--- src/design/esp_pkg.sv ---
// Constants and types shared by the encoder serial position port
`default_nettype none
package esp_pkg;
    // Byte-mode operation codes
    localparam logic [7:0] OP_REG_READ = 8'h81;
    localparam logic [7:0] OP_REG_WRITE = 8'hCF;
    localparam logic [7:0] OP_POS_READ = 8'hA6;
    // 24-bit framing: address that returns position
    localparam logic [7:0] POS_ADDR = 8'h3F;
    // Frame format select codes
    localparam logic [1:0] FMT_SPI24 = 2'b10;
    localparam logic [1:0] FMT_SPI8 = 2'b11;
    // Frame geometry
    localparam int POS_MAX_BITS = 18;
    localparam int FLAG_BITS = 2;
    localparam int CRC8_BITS = 8;
    localparam int SPI24_FRAME_BITS = 24;
    localparam int CRC_IN_BITS = 24;
    localparam logic [4:0] SPI24_WIDE_RES = 5'h0F;
    localparam logic [4:0] BYTE3_RES = 5'h11;
    // Checksums
    localparam logic [7:0] CRC8_POLY = 8'h1D;
    localparam logic [15:0] CRC16_POLY = 16'h1021;
    // Sequence counter range
    localparam logic [7:0] SEQ_FIRST = 8'h01;
    localparam logic [7:0] SEQ_LAST = 8'hFF;
    // Reset values
    localparam logic [7:0] ADDR_RESET = 8'h00;

    // Sensor status byte, ready pair on top
    typedef struct packed {
        logic [1:0] ready;
        logic magnet_too_strong;
        logic magnet_too_weak;
        logic supply_over_limit;
        logic supply_under_limit;
        logic memory_fault;
        logic tracking_fault;
    } esp_status_type;

    // Register write request
    typedef struct packed {
        logic [7:0] addr;
        logic [7:0] data;
    } esp_wr_type;

    // Pins after synchronising
    typedef struct packed {
        logic family;
        logic strap;
        logic strobe;
        logic sclk;
        logic sdi;
    } esp_pins_type;

    typedef enum logic [3:0] {
        MODE_OFF = 4'b0001,
        MODE_SPI24 = 4'b0010,
        MODE_SPI8 = 4'b0100,
        MODE_SSI3 = 4'b1000
    } esp_mode_type;

    typedef enum logic [6:0] {
        ST_OPCODE = 7'b0000001,
        ST_RADDR = 7'b0000010,
        ST_RDATA = 7'b0000100,
        ST_WADDR = 7'b0001000,
        ST_WDATA = 7'b0010000,
        ST_POS = 7'b0100000,
        ST_IGNORE = 7'b1000000
    } esp_byte_state_type;
endpackage
`default_nettype wire

--- src/design/esp_port.sv ---
// Encoder serial position port: 24-bit CRC SPI, byte SPI and 3-wire SSI
//
// What this block does
// - 24-bit CRC framing when variant select 0 and frame format is 2'b10.
// - Every 24-bit reply starts with warning then error, payload padded, then CRC.
// - A 24-bit read of address 0x3F returns the position reply.
// - From 15-bit resolution the frames grow one bit per extra position bit.
// - CRC covers 16 data bits, or data padded to 24 bits when longer.
// - Byte SPI when variant select 0 and both frame format bits are 1.
// - Byte SPI is active only with chip select low; input sampled on rise.
// - Serial output is high impedance while chip select is high.
// - Opcode 0x81 reads successive registers while clocking continues.
// - Opcode 0xCF writes successive registers, address rising by one.
// - Written data bytes are echoed back on the serial output.
// - Opcode 0xA6 returns position bytes sized by resolution, then status.
// - Safety format adds sequence counter byte and CRC bytes.
// - Sequence counter steps 1 to 255 per position reply; CRC polys 0x1D, 0x1021.
// - 3-wire pins: frame strobe in, serial clock in, serial data out.
// - Variant 0 drives 3-wire output high while strobe is high.
// - Variant 1 releases 3-wire output while strobe is high.
// - 3-wire frame: position MSB first, seven status bits, parity.
// - The 3-wire trailing parity bit is even parity.
`default_nettype none
module esp_port (
    // Clock, reset, enable
    input wire logic i_mclk,
    input wire logic i_srst,
    input wire logic i_ce,
    // Serial pins
    input wire logic i_frame_strobe_pin,
    input wire logic i_serial_clock_pin,
    input wire logic i_serial_input_pin,
    output logic o_serial_output_pin,
    output logic o_serial_output_oe_n,
    // Straps and configuration
    input wire logic i_interface_family_select_pin,
    input wire logic i_mode_strap_pin,
    input wire logic i_protocol_variant_select,
    input wire logic [1:0] i_spi_frame_format_select,
    input wire logic [4:0] i_resolution,
    input wire logic i_safety_format,
    input wire logic i_crc16_select,
    input wire logic [15:0] i_crc_init,
    input wire logic [7:0] i_seq_init,
    // Sensor data
    input wire logic [17:0] i_position,
    input wire esp_pkg::esp_status_type i_status,
    input wire logic i_warning,
    input wire logic i_error,
    // Register file access
    output logic [7:0] o_rd_addr,
    input wire logic [7:0] i_rd_data,
    output logic o_wr_valid,
    output esp_pkg::esp_wr_type o_wr,
    input wire logic i_wr_ready,
    output logic o_wr_overflow,
    input wire logic i_overflow_clear
);
    import esp_pkg::*;

    // Bitwise CRC over the top len bits of msg; 8-bit CRC runs in the upper byte
    function automatic logic [15:0] esp_crc(input logic [63:0] msg, input logic [6:0] len,
                                            input logic wide, input logic [15:0] init);
        logic [15:0] c;
        logic fb;
        int i;
        c = wide ? init : {init[7:0], 8'h00};
        for (i = 0; i < 64; i++)
        begin
            if (i < int'(len))
            begin
                fb = c[15] ^ msg[63 - i];
                c = {c[14:0], 1'b0};
                if (fb)
                    c = c ^ (wide ? CRC16_POLY : {CRC8_POLY, 8'h00});
            end
        end
        return wide ? c : {8'h00, c[15:8]};
    endfunction

    esp_pins_type pins_raw, sync1, sync2, prev, next_sync1, next_sync2, next_prev;
    esp_mode_type mode;
    esp_byte_state_type byte_st, next_byte_st;
    logic [63:0] tx_sr, next_tx_sr, spi24_tx, pos_tx, ssi_tx, pos_msg;
    logic [31:0] rx_sr, next_rx_sr;
    logic [5:0] bit_cnt, next_bit_cnt, frame_len, d_len;
    logic [7:0] rd_addr, next_rd_addr, seq, next_seq, pend_data, next_pend_data, rx_byte, mem_byte;
    logic [7:0] crc24, rx_crc;
    logic [15:0] pos_crc, crc_al;
    logic [6:0] crc24_len, pos_crc_len;
    logic [17:0] pos_al;
    logic [23:0] data24, rx_data24;
    logic rd_pend, next_rd_pend, seq_armed, next_seq_armed, pend_pos, next_pend_pos;
    logic pend_echo, next_pend_echo, out, next_out, oe_n, next_oe_n, wide, byte3, parity;
    logic sclk_rise, sclk_fall, cs_fall, cs_rise, push;
    esp_wr_type push_word, head, spare, next_head, next_spare;
    logic head_v, spare_v, next_head_v, next_spare_v, ovf, next_ovf;

    // Every pin crosses two flops before any logic looks at it
    assign pins_raw = '{family: i_interface_family_select_pin, strap: i_mode_strap_pin,
                        strobe: i_frame_strobe_pin, sclk: i_serial_clock_pin,
                        sdi: i_serial_input_pin};
    always_comb
    begin
        next_sync1 = pins_raw;
        next_sync2 = sync1;
        next_prev = sync2;
    end
    always_ff @(posedge i_mclk)
    begin
        if (i_srst)
        begin
            sync1 <= '{family: 1'b0, strap: 1'b0, strobe: 1'b1, sclk: 1'b1, sdi: 1'b0};
            sync2 <= '{family: 1'b0, strap: 1'b0, strobe: 1'b1, sclk: 1'b1, sdi: 1'b0};
            prev <= '{family: 1'b0, strap: 1'b0, strobe: 1'b1, sclk: 1'b1, sdi: 1'b0};
        end
        else if (i_ce)
        begin
            sync1 <= next_sync1;
            sync2 <= next_sync2;
            prev <= next_prev;
        end
    end

    // Edges seen on the link clock and the frame strobe
    assign sclk_rise = sync2.sclk & ~prev.sclk;
    assign sclk_fall = ~sync2.sclk & prev.sclk;
    assign cs_fall = ~sync2.strobe & prev.strobe;
    assign cs_rise = sync2.strobe & ~prev.strobe;

    // Link style from straps and configuration
    always_comb
    begin
        if (!sync2.family && sync2.strap)
            mode = MODE_SSI3;
        else if (sync2.family && !i_protocol_variant_select &&
                 i_spi_frame_format_select == FMT_SPI24)
            mode = MODE_SPI24;
        else if (sync2.family && !i_protocol_variant_select &&
                 i_spi_frame_format_select == FMT_SPI8)
            mode = MODE_SPI8;
        else
            mode = MODE_OFF;
    end

    // Frame geometry; long resolutions stretch the 24-bit frame
    assign wide = i_resolution >= SPI24_WIDE_RES;
    assign frame_len = wide ? 6'(i_resolution) + 6'(FLAG_BITS + CRC8_BITS)
                            : 6'(SPI24_FRAME_BITS);
    assign d_len = frame_len - 6'(CRC8_BITS);
    assign crc24_len = wide ? 7'(CRC_IN_BITS) : 7'(SPI24_FRAME_BITS - CRC8_BITS);
    assign pos_al = 18'(i_position << (5'(POS_MAX_BITS) - i_resolution));

    // 24-bit reply: flags, payload left aligned, CRC right behind the data
    assign mem_byte = pend_echo ? pend_data : i_rd_data;
    assign data24 = pend_pos ? {i_warning, i_error, pos_al, 4'h0}
                             : {i_warning, i_error, 6'h00, mem_byte, 8'h00};
    assign crc24 = 8'(esp_crc({data24, 40'h0}, crc24_len, 1'b0, i_crc_init));
    assign spi24_tx = {data24, 40'h0} | ({crc24, 56'h0} >> d_len);

    // Command check: data bits lifted to the top, CRC compared before use
    assign rx_data24 = 24'(rx_sr[31:8] << (6'(SPI24_FRAME_BITS) - d_len));
    assign rx_crc = 8'(esp_crc({rx_data24, 40'h0}, crc24_len, 1'b0, i_crc_init));

    // Byte-mode position reply, two or three position bytes
    assign byte3 = i_resolution >= BYTE3_RES;
    assign pos_msg = byte3 ? {pos_al, 6'h00, i_status, seq, 24'h0}
                           : {pos_al[17:2], i_status, seq, 32'h0};
    assign pos_crc_len = byte3 ? 7'h28 : 7'h20;
    assign pos_crc = esp_crc(pos_msg, pos_crc_len, i_crc16_select, i_crc_init);
    assign crc_al = i_crc16_select ? pos_crc : {pos_crc[7:0], 8'h00};
    assign pos_tx = i_safety_format ? pos_msg | ({crc_al, 48'h0} >> pos_crc_len)
                  : (byte3 ? {pos_al, 6'h00, i_status, 32'h0}
                           : {pos_al[17:2], i_status, 40'h0});

    // 3-wire frame: position, seven status bits, even parity
    assign parity = ^{pos_al, i_status.ready[1], i_status[5:0]};
    assign ssi_tx = {pos_al, 46'h0} |
                    ({i_status.ready[1], i_status[5:0], parity, 56'h0} >> i_resolution);

    assign rx_byte = {rx_sr[6:0], sync2.sdi};

    // Link engine: shift, decode, and steer the output driver
    always_comb
    begin
        next_tx_sr = tx_sr;
        next_rx_sr = rx_sr;
        next_bit_cnt = bit_cnt;
        next_byte_st = byte_st;
        next_rd_addr = rd_addr;
        next_rd_pend = 1'b0;
        next_seq = seq;
        next_seq_armed = seq_armed;
        next_pend_pos = pend_pos;
        next_pend_echo = pend_echo;
        next_pend_data = pend_data;
        next_out = out;
        next_oe_n = oe_n;
        push = 1'b0;
        push_word = '{addr: rd_addr, data: rx_byte};
        // Power-up value of the counter is caught once after reset
        if (!seq_armed)
        begin
            next_seq = i_seq_init;
            next_seq_armed = 1'b1;
        end
        if (sync2.strobe)
        begin
            // Only variant 0 of the 3-wire link keeps driving between frames
            next_oe_n = !(mode == MODE_SSI3 && !i_protocol_variant_select);
            next_out = 1'b1;
        end
        if (cs_fall)
        begin
            next_bit_cnt = 6'h00;
            next_rx_sr = 32'h0;
            next_byte_st = ST_OPCODE;
            next_oe_n = (mode == MODE_OFF);
            if (mode == MODE_SPI24)
            begin
                // First bit is presented before the first clock edge
                next_out = spi24_tx[63];
                next_tx_sr = spi24_tx << 1;
            end
            else if (mode == MODE_SSI3)
            begin
                // MSB appears on the first falling clock edge
                next_out = 1'b1;
                next_tx_sr = ssi_tx;
            end
            else
            begin
                next_out = 1'b0;
                next_tx_sr = 64'h0;
            end
        end
        else if (!sync2.strobe && mode != MODE_OFF)
        begin
            if (sclk_fall)
            begin
                next_out = tx_sr[63];
                next_tx_sr = tx_sr << 1;
            end
            if (rd_pend)
                next_tx_sr = {i_rd_data, 56'h0};
            if (sclk_rise)
            begin
                next_rx_sr = {rx_sr[30:0], sync2.sdi};
                next_bit_cnt = bit_cnt + 6'h01;
                if (mode == MODE_SPI8 && bit_cnt[2:0] == 3'h7)
                begin
                    unique case (byte_st)
                        ST_OPCODE:
                        begin
                            if (rx_byte == OP_REG_READ)
                                next_byte_st = ST_RADDR;
                            else if (rx_byte == OP_REG_WRITE)
                                next_byte_st = ST_WADDR;
                            else if (rx_byte == OP_POS_READ)
                            begin
                                next_byte_st = ST_POS;
                                next_tx_sr = pos_tx;
                                if (i_safety_format)
                                    next_seq = (seq == SEQ_LAST) ? SEQ_FIRST : seq + 8'h01;
                            end
                            else
                                next_byte_st = ST_IGNORE;
                        end
                        ST_RADDR:
                        begin
                            next_rd_addr = rx_byte;
                            next_rd_pend = 1'b1;
                            next_byte_st = ST_RDATA;
                        end
                        ST_RDATA:
                        begin
                            next_rd_addr = rd_addr + 8'h01;
                            next_rd_pend = 1'b1;
                        end
                        ST_WADDR:
                        begin
                            next_rd_addr = rx_byte;
                            next_byte_st = ST_WDATA;
                        end
                        ST_WDATA:
                        begin
                            push = 1'b1;
                            next_rd_addr = rd_addr + 8'h01;
                            next_tx_sr = {rx_byte, 56'h0};
                        end
                        ST_POS, ST_IGNORE:
                        begin
                            next_byte_st = byte_st;
                        end
                    endcase
                end
            end
        end
        // Whole 24-bit command is judged at the strobe's rise
        if (cs_rise && mode == MODE_SPI24 && bit_cnt == frame_len &&
            rx_crc == rx_sr[7:0] && !rx_data24[23])
        begin
            if (rx_data24[22])
            begin
                next_rd_addr = rx_sr[15:8];
                next_pend_pos = (rx_sr[15:8] == POS_ADDR);
                next_pend_echo = 1'b0;
            end
            else
            begin
                push = 1'b1;
                push_word = '{addr: rd_addr, data: rx_sr[15:8]};
                next_pend_pos = 1'b0;
                next_pend_echo = 1'b1;
                next_pend_data = rx_sr[15:8];
            end
        end
    end

    always_ff @(posedge i_mclk)
    begin
        if (i_srst)
        begin
            tx_sr <= 64'h0;
            rx_sr <= 32'h0;
            bit_cnt <= 6'h00;
            byte_st <= ST_IGNORE;
            rd_addr <= ADDR_RESET;
            rd_pend <= 1'b0;
            seq <= SEQ_FIRST;
            seq_armed <= 1'b0;
            pend_pos <= 1'b1;
            pend_echo <= 1'b0;
            pend_data <= 8'h00;
            out <= 1'b1;
            oe_n <= 1'b1;
        end
        else if (i_ce)
        begin
            tx_sr <= next_tx_sr;
            rx_sr <= next_rx_sr;
            bit_cnt <= next_bit_cnt;
            byte_st <= next_byte_st;
            rd_addr <= next_rd_addr;
            rd_pend <= next_rd_pend;
            seq <= next_seq;
            seq_armed <= next_seq_armed;
            pend_pos <= next_pend_pos;
            pend_echo <= next_pend_echo;
            pend_data <= next_pend_data;
            out <= next_out;
            oe_n <= next_oe_n;
        end
    end

    // Two-entry write buffer; the link cannot be stalled, so a third
    // pending write is dropped and flagged rather than lost silently
    always_comb
    begin
        next_head = head;
        next_head_v = head_v;
        next_spare = spare;
        next_spare_v = spare_v;
        next_ovf = ovf & ~i_overflow_clear;
        if (head_v && i_wr_ready)
        begin
            next_head = spare;
            next_head_v = spare_v;
            next_spare_v = 1'b0;
        end
        if (push)
        begin
            if (!next_head_v)
            begin
                next_head = push_word;
                next_head_v = 1'b1;
            end
            else if (!next_spare_v)
            begin
                next_spare = push_word;
                next_spare_v = 1'b1;
            end
            else
                next_ovf = 1'b1; // Set wins over clear
        end
    end

    always_ff @(posedge i_mclk)
    begin
        if (i_srst)
        begin
            head <= '{addr: 8'h00, data: 8'h00};
            spare <= '{addr: 8'h00, data: 8'h00};
            head_v <= 1'b0;
            spare_v <= 1'b0;
            ovf <= 1'b0;
        end
        else if (i_ce)
        begin
            head <= next_head;
            spare <= next_spare;
            head_v <= next_head_v;
            spare_v <= next_spare_v;
            ovf <= next_ovf;
        end
    end

    // Outputs straight from flops
    assign o_serial_output_pin = out;
    assign o_serial_output_oe_n = oe_n;
    assign o_rd_addr = rd_addr;
    assign o_wr_valid = head_v;
    assign o_wr = head;
    assign o_wr_overflow = ovf;
endmodule // esp_port
`default_nettype wire

--- config.mk ---
export PLATFORM = sky130hd
export DESIGN_NAME = esp_port
export DESIGN_NICKNAME = d
export VERILOG_FILES = /design/src/design/esp_pkg.sv /design/src/design/esp_port.sv
export SDC_FILE = /design/constraint.sdc
export NUM_CORES = 1
export LEC_CHECK = 0
export BUFFER_PORTS_ARGS = -buffer_cell sky130_fd_sc_hd__buf_4
export CORE_MARGIN = 1
export CORE_UTILIZATION = 40
export CTS_CLUSTER_DIAMETER = 50
export DETAILED_ROUTE_END_ITERATION = 8
export MAX_ROUTING_LAYER = met4
export SETUP_SLACK_MARGIN = 0.4
export SLEW_MARGIN = 10
export SYNTH_ARGS = -nofsm -noshare
export SYNTH_HDL_FRONTEND = slang
export SYNTH_SLANG_ARGS = --single-unit
--- constraint.sdc ---
create_clock -name i_mclk -period 10.5 [get_ports i_mclk]
set_clock_uncertainty 0.1 [all_clocks]
set_input_delay 0 -clock i_mclk [delete_from_list [all_inputs] [get_ports i_mclk]]
set_output_delay 0 -clock i_mclk [all_outputs]
set_load 0.1 [all_outputs]
Word level (Yosys, flattened, before mapping) --
Cells that the tools add are included.
Word-level totals: flip-flop bits (word level) 186
Operators by class: add/sub/neg operators 7, $lt $le $gt $ge 130, reductions and logical operators 33, mux-type cells 478, shift-type cells 5, bitwise gates (word level) 318, eq/ne operators 20
Operators by type and width (number):
- 2-to-1 mux 16 bit | 262
- 2-to-1 mux 13 bit | 128
- bitwise XOR 16 bit | 63
- 2-to-1 mux 64 bit | 12
- NOT 4 bit | 127
- less-than comparator 6 x 5 -> 1 bit (first input constant) | 32
- less-than comparator 6 bit (first input constant) | 32
- bitwise OR 64 bit | 3
- 2-to-1 mux 8 bit | 20
- case mux 64 bit (2 select lines) | 1
- right shift 64 x 6 -> 64 bit | 2
- bitwise XOR 1 bit | 112
- less-than comparator 5 x 6 -> 1 bit (first input constant) | 16
- 2-to-1 mux 32 bit | 3
- 2-to-1 mux 48 bit | 2
- less-than comparator 5 bit (first input constant) | 16
- right shift 64 x 5 -> 64 bit | 1
- 2-to-1 mux 7 bit | 7
- less-than comparator 4 x 6 -> 1 bit (first input constant) | 8
- less-than comparator 4 x 5 -> 1 bit (first input constant) | 8
- equality test 8 bit (second input constant) | 4
- 2-to-1 mux 1 bit | 30
- XOR reduction 25 bit | 1
- less-than comparator 3 x 6 -> 1 bit (first input constant) | 4
- other kinds (49) | 97

Logic depth before layout (Yosys ltp) --
depth after elaboration 207, gate-level depth with buffers 38, mapped depth without buffers 30

Least setup slack after synthesis --
Ideal clock, no wire load.
kind input to register, from in i_resolution[0], to reg head, in the netlist o_wr[2], arrival 8796 ps, setup slack 1536 ps, stages 33, path buffers 7, library setup time 68 ps, path through buf_6 > buf_8 > buf_8 > buf_2 > clkinv_1 > nor2_2 > inv_2 > clkbuf_1 > ha_1 > clkbuf_1 > mux4_2 > or3_1 > a21oi_1 > xnor2_1 > xnor3_1 > xnor3_1 > xor3_1 > xnor3_1 > a21boi_0 > xnor2_1 > xnor3_1 > nand2_1 > xnor2_1 > xor2_1 > mux2_2 > a221o_1 > nor4_1 > and3_1 > nor3_1 > nor3_1 > buf_2 > o221ai_1 > nor2_1
Between the ends: longest elaborated chain between the ends 143, elaborated cells on any way between the ends 298, classes of those cells 3 x add/sub; 65 x order compare; 2 x eq/ne; 1 x shift; 136 x mux; 87 x bitwise; 4 x reduce/logical
RTL lines:
- from (decl) | RTL line esp_port.sv:40 | input wire logic [4:0] i_resolution,
- adder 5 x 4 -> 6 bit / >= comparator 5 x 4 -> 1 bit (equally long branches) | RTL line esp_port.sv:148, esp_port.sv:147
- 2-to-1 mux 6 bit | RTL line esp_port.sv:148 | assign frame_len = wide ? 6'(i_resolution) + 6'(FLAG_BITS + CRC8_BITS)
- subtractor 6 x 4 -> 6 bit | RTL line esp_port.sv:150 | assign d_len = frame_len - 6'(CRC8_BITS);
- subtractor 5 x 6 -> 6 bit | RTL line esp_port.sv:162 | assign rx_data24 = 24'(rx_sr[31:8] << (6'(SPI24_FRAME_BITS) - d_len));
- left shift 24 x 6 -> 24 bit | RTL line esp_port.sv:162
- bitwise XOR 1 bit | RTL line esp_port.sv:72 | fb = c[15] ^ msg[63 - i];
- 2-to-1 mux 13 bit | RTL line esp_port.sv:74 | if (fb)
- 2-to-1 mux 16 bit | RTL line esp_port.sv:70 | if (i < int'(len))
- (+127 left out)
- 2-to-1 mux 13 bit | RTL line esp_port.sv:74
- 2-to-1 mux 16 bit | RTL line esp_port.sv:70
- equality test 8 bit | RTL line esp_port.sv:301 | rx_crc == rx_sr[7:0] && !rx_data24[23])
- logical AND 1 bit | RTL line esp_port.sv:300 | if (cs_rise && mode == MODE_SPI24 && bit_cnt == frame_len &&
- logical AND 1 bit | RTL line esp_port.sv:301
- 2-to-1 mux 8 bit | RTL line esp_port.sv:300
- 2-to-1 mux 16 bit | RTL line esp_port.sv:373 | if (!next_head_v)
- 2-to-1 mux 16 bit (*) | RTL line esp_port.sv:371 | if (push)
- to (signal assigned) | RTL line esp_port.sv:392 | head <= '{addr: 8'h00, data: 8'h00};
- to (signal assigned) | RTL line esp_port.sv:400 | head <= next_head;
- to (decl) | RTL line esp_port.sv:96 | esp_wr_type push_word, head, spare, next_head, next_spare;
Every way passes the cells marked *; elsewhere a longest branch is shown, timed or not. A chain may end at the register's enable or synchronous reset.

Worst setup path after layout --
from in i_resolution[1], to reg tx_sr[21]
Between the ends: longest elaborated chain between the ends 207, elaborated cells on any way between the ends 627, classes of those cells 3 x add/sub; 130 x order compare; 4 x shift; 273 x mux; 216 x bitwise; 1 x reduce/logical
RTL lines:
- subtractor 5 bit | RTL line esp_port.sv:152 | assign pos_al = 18'(i_position << (5'(POS_MAX_BITS) - i_resolution));
- left shift 18 x 5 -> 18 bit | RTL line esp_port.sv:152
- bitwise XOR 1 bit | RTL line esp_port.sv:72
- 2-to-1 mux 16 bit | RTL line esp_port.sv:74
- 2-to-1 mux 16 bit | RTL line esp_port.sv:70
- bitwise XOR 16 bit / bitwise XOR 1 bit (equally long branches) | RTL line esp_port.sv:75, esp_port.sv:72
- 2-to-1 mux 16 bit | RTL line esp_port.sv:74
- 2-to-1 mux 16 bit | RTL line esp_port.sv:70
- (+191 left out)
- 2-to-1 mux 64 bit | RTL line esp_port.sv:259 | else if (rx_byte == OP_POS_READ)
- 2-to-1 mux 64 bit | RTL line esp_port.sv:257 | else if (rx_byte == OP_REG_WRITE)
- 2-to-1 mux 64 bit | RTL line esp_port.sv:255 | if (rx_byte == OP_REG_READ)
- case mux 64 bit (2 select lines) | RTL line esp_port.sv:252 | unique case (byte_st)
- 2-to-1 mux 64 bit | RTL line esp_port.sv:250 | if (mode == MODE_SPI8 && bit_cnt[2:0] == 3'h7)
- 2-to-1 mux 64 bit | RTL line esp_port.sv:246 | if (sclk_rise)
- 2-to-1 mux 64 bit | RTL line esp_port.sv:237 | else if (!sync2.strobe && mode != MODE_OFF)
- 2-to-1 mux 64 bit (*) | RTL line esp_port.sv:213 | if (cs_fall)
- to (signal assigned) | RTL line esp_port.sv:340 | tx_sr <= next_tx_sr;
- to (decl) | RTL line esp_port.sv:84 | logic [63:0] tx_sr, next_tx_sr, spi24_tx, pos_tx, ssi_tx, pos_msg;
Every way passes the cells marked *; elsewhere a longest branch is shown, timed or not. The select of a mux whose other input is x is not followed.

==> qor.log <==
[finish] share of post-route cells with drive strength above 1 12.96%
[synthesis] sequential area share after synthesis 16.63%
[route] final routed wirelength across all metal layers 84.42 mm
[synthesis] number of synthesized register bits 186
[critical_path] Worst Path Class, Setup input pin to flip-flop
[synthesis] post-synthesis cell type count 113
[die] Die Outline Area 0.05693 mm2
[route] iteration-0 DRC count of the detailed router 2371
[die] starting utilization of the core area 40.57%
[clocking] count of H-tree levels built during CTS 4
[sta] endpoints failing hold 0
[critical_path] capturing element type of the critical path flip-flop
[route] DRC violations left 0
[die] Die Ht 238.6 um
[sta] period utilization 91.08%
[route] routed via count divided by cell count 6.216
[critical_path] Worst Path Required 10.77 ns
[die] io pins 108
[synthesis] top cells by instance count after synthesis sky130_fd_sc_hd__nor2_1, sky130_fd_sc_hd__nand2_1, sky130_fd_sc_hd__xnor2_1
[sta] remaining max-slew budget at the tightest pin 15.56%
[clocking] clock tree from TritonCTS yes
[critical_path] Arrival @ worst endpoint 9.83 ns
[critical_path] maximum fanout encountered on the critical timing path 24
[global_route] global route total overflow 0
[synthesis] async set-or-reset flop fraction in the synthesized netlist 0%
[synthesis] Post-synth EDFFs 0
[clocking] number of buffers created by CTS 17
[die] site row count 86
[sta] aggregate negative setup slack 0 ns
[global_route] initial antenna violation count 0
[global_route] global-route wire length before repair 130.0 mm
[route] antenna viol nets, final 0
[placed_design] count of port buffers added during placement 107
[clocking] clock transition at the register clock pins on the worst setup and hold paths after CTS 0.08 ns
[sta] post-route worst hold slack 0.02000 ns
[die] total core area 0.05520 mm2
[route] first-pass iteration count of the detailed router 6
[synthesis] cell type contributing the most total cell area after synthesis sky130_fd_sc_hd__dfxtp_1
[synthesis] primary flip-flop cell chosen by synthesis mapping sky130_fd_sc_hd__dfxtp_1
[critical_path] sort of element at the start of the critical path input pin
[synthesis] Syn Std Cell Area 0.02239 mm2
[synthesis] Post-Synthesis Mean Instance Area 7.722 um2
[synthesis] Post-Synthesis Cells 2900
[sta] Achievable Freq 104.6 MHz
[synthesis] Yosys warning total 0
[synthesis] syn_nets 2994
[finish] Final nets 2997
[sta] setup repair after global routing missed its margin false
[placed_design] Final GP Congestion 0.9601
[clocking] CTS Buffer Depth 2
[hold_path] class of the tightest hold or removal check input pin to flip-flop
[global_route] number of global-route vias before repair 21.55k
[clocking] insertion delay to the later sink of the worst-skew pair 0.47 ns
[synthesis] cell types occupying the most area after synthesis sky130_fd_sc_hd__dfxtp_1, sky130_fd_sc_hd__xnor2_1, sky130_fd_sc_hd__mux2i_1
[route] number of vias after detailed routing 22.77k
[global_route] global-route usage over all layers 30.13%
[critical_path] reg-to-reg setup timing slack 1.86 ns
[die] die span in x 238.6 um
[synthesis] dominant cell by count in the synthesized netlist sky130_fd_sc_hd__nor2_1
[clocking] Sink Count 186
[sta] Finish-stage setup viols 0
[sta] transition time at the pin with the least slew margin 1.263 ns
[flow_run] Maximum Capacitance Violations 0
[finish] Inserted Diodes 0
[clocking] cell chosen for the clock root sky130_fd_sc_hd__clkbuf_16
[route] average wire per standard cell 23.04 um
[finish] Layout area overhead 10.46%
[outcome] outcome finished clean
[placed_design] detailed placement HPWL 63.07 mm
[finish] number of filler instances in the final layout 5521
[synthesis] top cell type's share of synthesized area 16.63%
[sta] number of slew-limit violations in the final report 0
[sta] minimum clock period 9.563 ns
[global_route] pin count of the biggest net entering global routing 117
-- cell families after synthesis --
kind of cell               synth area share [%]
AOI/OAI and AO/OA                         23.05
xor gates and xnor gates                  21.23
adders and majority gates                0.7822
buffers and inverters                     4.805
DFF                                       16.63
muxes                                     11.29
and+or+nand+nor                           22.21
-- state kept, by name (all words and copies together), names as in the netlist, 5 cells and up --
name and cells:
byte_st 7, bit_cnt 6, o_rd_addr 8, next_sync2 5, pend_data 8, seq 8, spare 16, tx_sr 64
o_wr 16, rx_sr 32, next_prev 5
-- worst paths after layout --
kind                                                 from                          to  cells past startpoint
worst max-delay path                      i_resolution[1]      tx_sr[21]$_SDFFE_PP0P_                     28
worst min-delay path                         i_rd_data[4]      tx_sr[60]$_SDFFE_PP0P_                      5
worst max register to register      rx_sr[9]$_SDFFE_PP0P_  o_wr_overflow$_SDFFE_PP0P_                     23
worst min register to register  pend_data[0]$_SDFFE_PP0P_   pend_data[0]$_SDFFE_PP0P_                      2
-- area by class of cell --
type / instances / area, um2 / area share [%]
Multi-Input combinational cell: 2454 / 17680 / 71.48
Sequential cell: 186 / 3724 / 15.05
Timing Repair Buffer: 214 / 1675 / 6.773
Tap cell: 748 / 935.9 / 3.783
Clock buffer: 18 / 429.2 / 1.735
Clock inverter: 14 / 177.7 / 0.7182
Inverter: 30 / 112.6 / 0.4552
-- placed cells by master, fill, tap and decap left out, drive strengths merged, types with 26 or more instances in the layout --
cell type | netlist | final
nor2 | 347 | 347
nand2 | 317 | 317
xnor2 | 248 | 248
a21oi | 208 | 208
buf | 59 | 188
dfxtp | 186 | 186
mux2i | 143 | 143
o21ai | 129 | 129
nor3 | 101 | 101
xor2 | 98 | 98
nand3 | 95 | 95
xnor3 | 58 | 58
a22oi | 53 | 53
a211oi | 50 | 50
mux4 | 37 | 37
a221oi | 36 | 36
inv | 28 | 33
nor4 | 29 | 29
o221ai | 28 | 28
dlygate4sd3 | 0 | 26
-- critical path, cell delays in order --
cell and delay [ns]:
sky130_fd_sc_hd__buf_4 0.26, sky130_fd_sc_hd__ha_1 0.38, sky130_fd_sc_hd__nor3_2 0.13, sky130_fd_sc_hd__xnor2_2 0.93
sky130_fd_sc_hd__nor4_2 0.20, sky130_fd_sc_hd__nor3_2 0.84, sky130_fd_sc_hd__xnor2_1 0.19, sky130_fd_sc_hd__xnor2_1 0.24
sky130_fd_sc_hd__o21ai_1 0.13, sky130_fd_sc_hd__xnor2_2 0.46, sky130_fd_sc_hd__xor2_2 0.39, sky130_fd_sc_hd__nor2_1 0.10
sky130_fd_sc_hd__a211oi_2 0.38, sky130_fd_sc_hd__xnor3_1 0.58, sky130_fd_sc_hd__mux2_2 0.32, sky130_fd_sc_hd__nor4_2 0.56
sky130_fd_sc_hd__xnor3_1 0.63, sky130_fd_sc_hd__xnor2_1 0.21, sky130_fd_sc_hd__o21ai_0 0.46, sky130_fd_sc_hd__xnor2_1 0.18
sky130_fd_sc_hd__xnor2_1 0.38, sky130_fd_sc_hd__xnor2_1 0.17, sky130_fd_sc_hd__o211ai_1 0.29, sky130_fd_sc_hd__a211oi_1 0.15
sky130_fd_sc_hd__nor3_1 0.45, sky130_fd_sc_hd__a311oi_1 0.15, sky130_fd_sc_hd__o311a_1 0.38, sky130_fd_sc_hd__a211o_1 0.26
-- per-layer routing --
layer | GRT usage [%] | routed length (um)
met1 | 39.30 | 35960
met2 | 47.89 | 38980
met3 | 3.476 | 6355
met4 | 10.94 | 3129
met5 | - | 0
-- stage by stage --
step / worst slack (ns) / utilization, % / area [um2] / instances
after global placement: 0.7634 / 43.22 / 23860 / 3606
after CTS: 1.013 / 44.79 / 24730 / 3664
final: 0.9369 / 44.81 / 24740 / 3664
after detailed placement: 0.5435 / 43.22 / 23860 / 3606
after global routing: 0.3921 / 44.81 / 24740 / 3664
after floorplan: 1.536 / - / 22390 / 2900
-- what timing repair did --
| action | in CTS | in global routing |
|---|---|---|
| setup endpoints to repair | 0 | 3 |
| hold endpoints to repair | 73 | 0 |
| resized for setup | 0 | 1 |
| setup buffers | 0 | 0 |
| hold buffers | 26 | 0 |
Power is not shown: default switching activity piles up to over one toggle a cycle in this logic, so the estimate is an artifact.
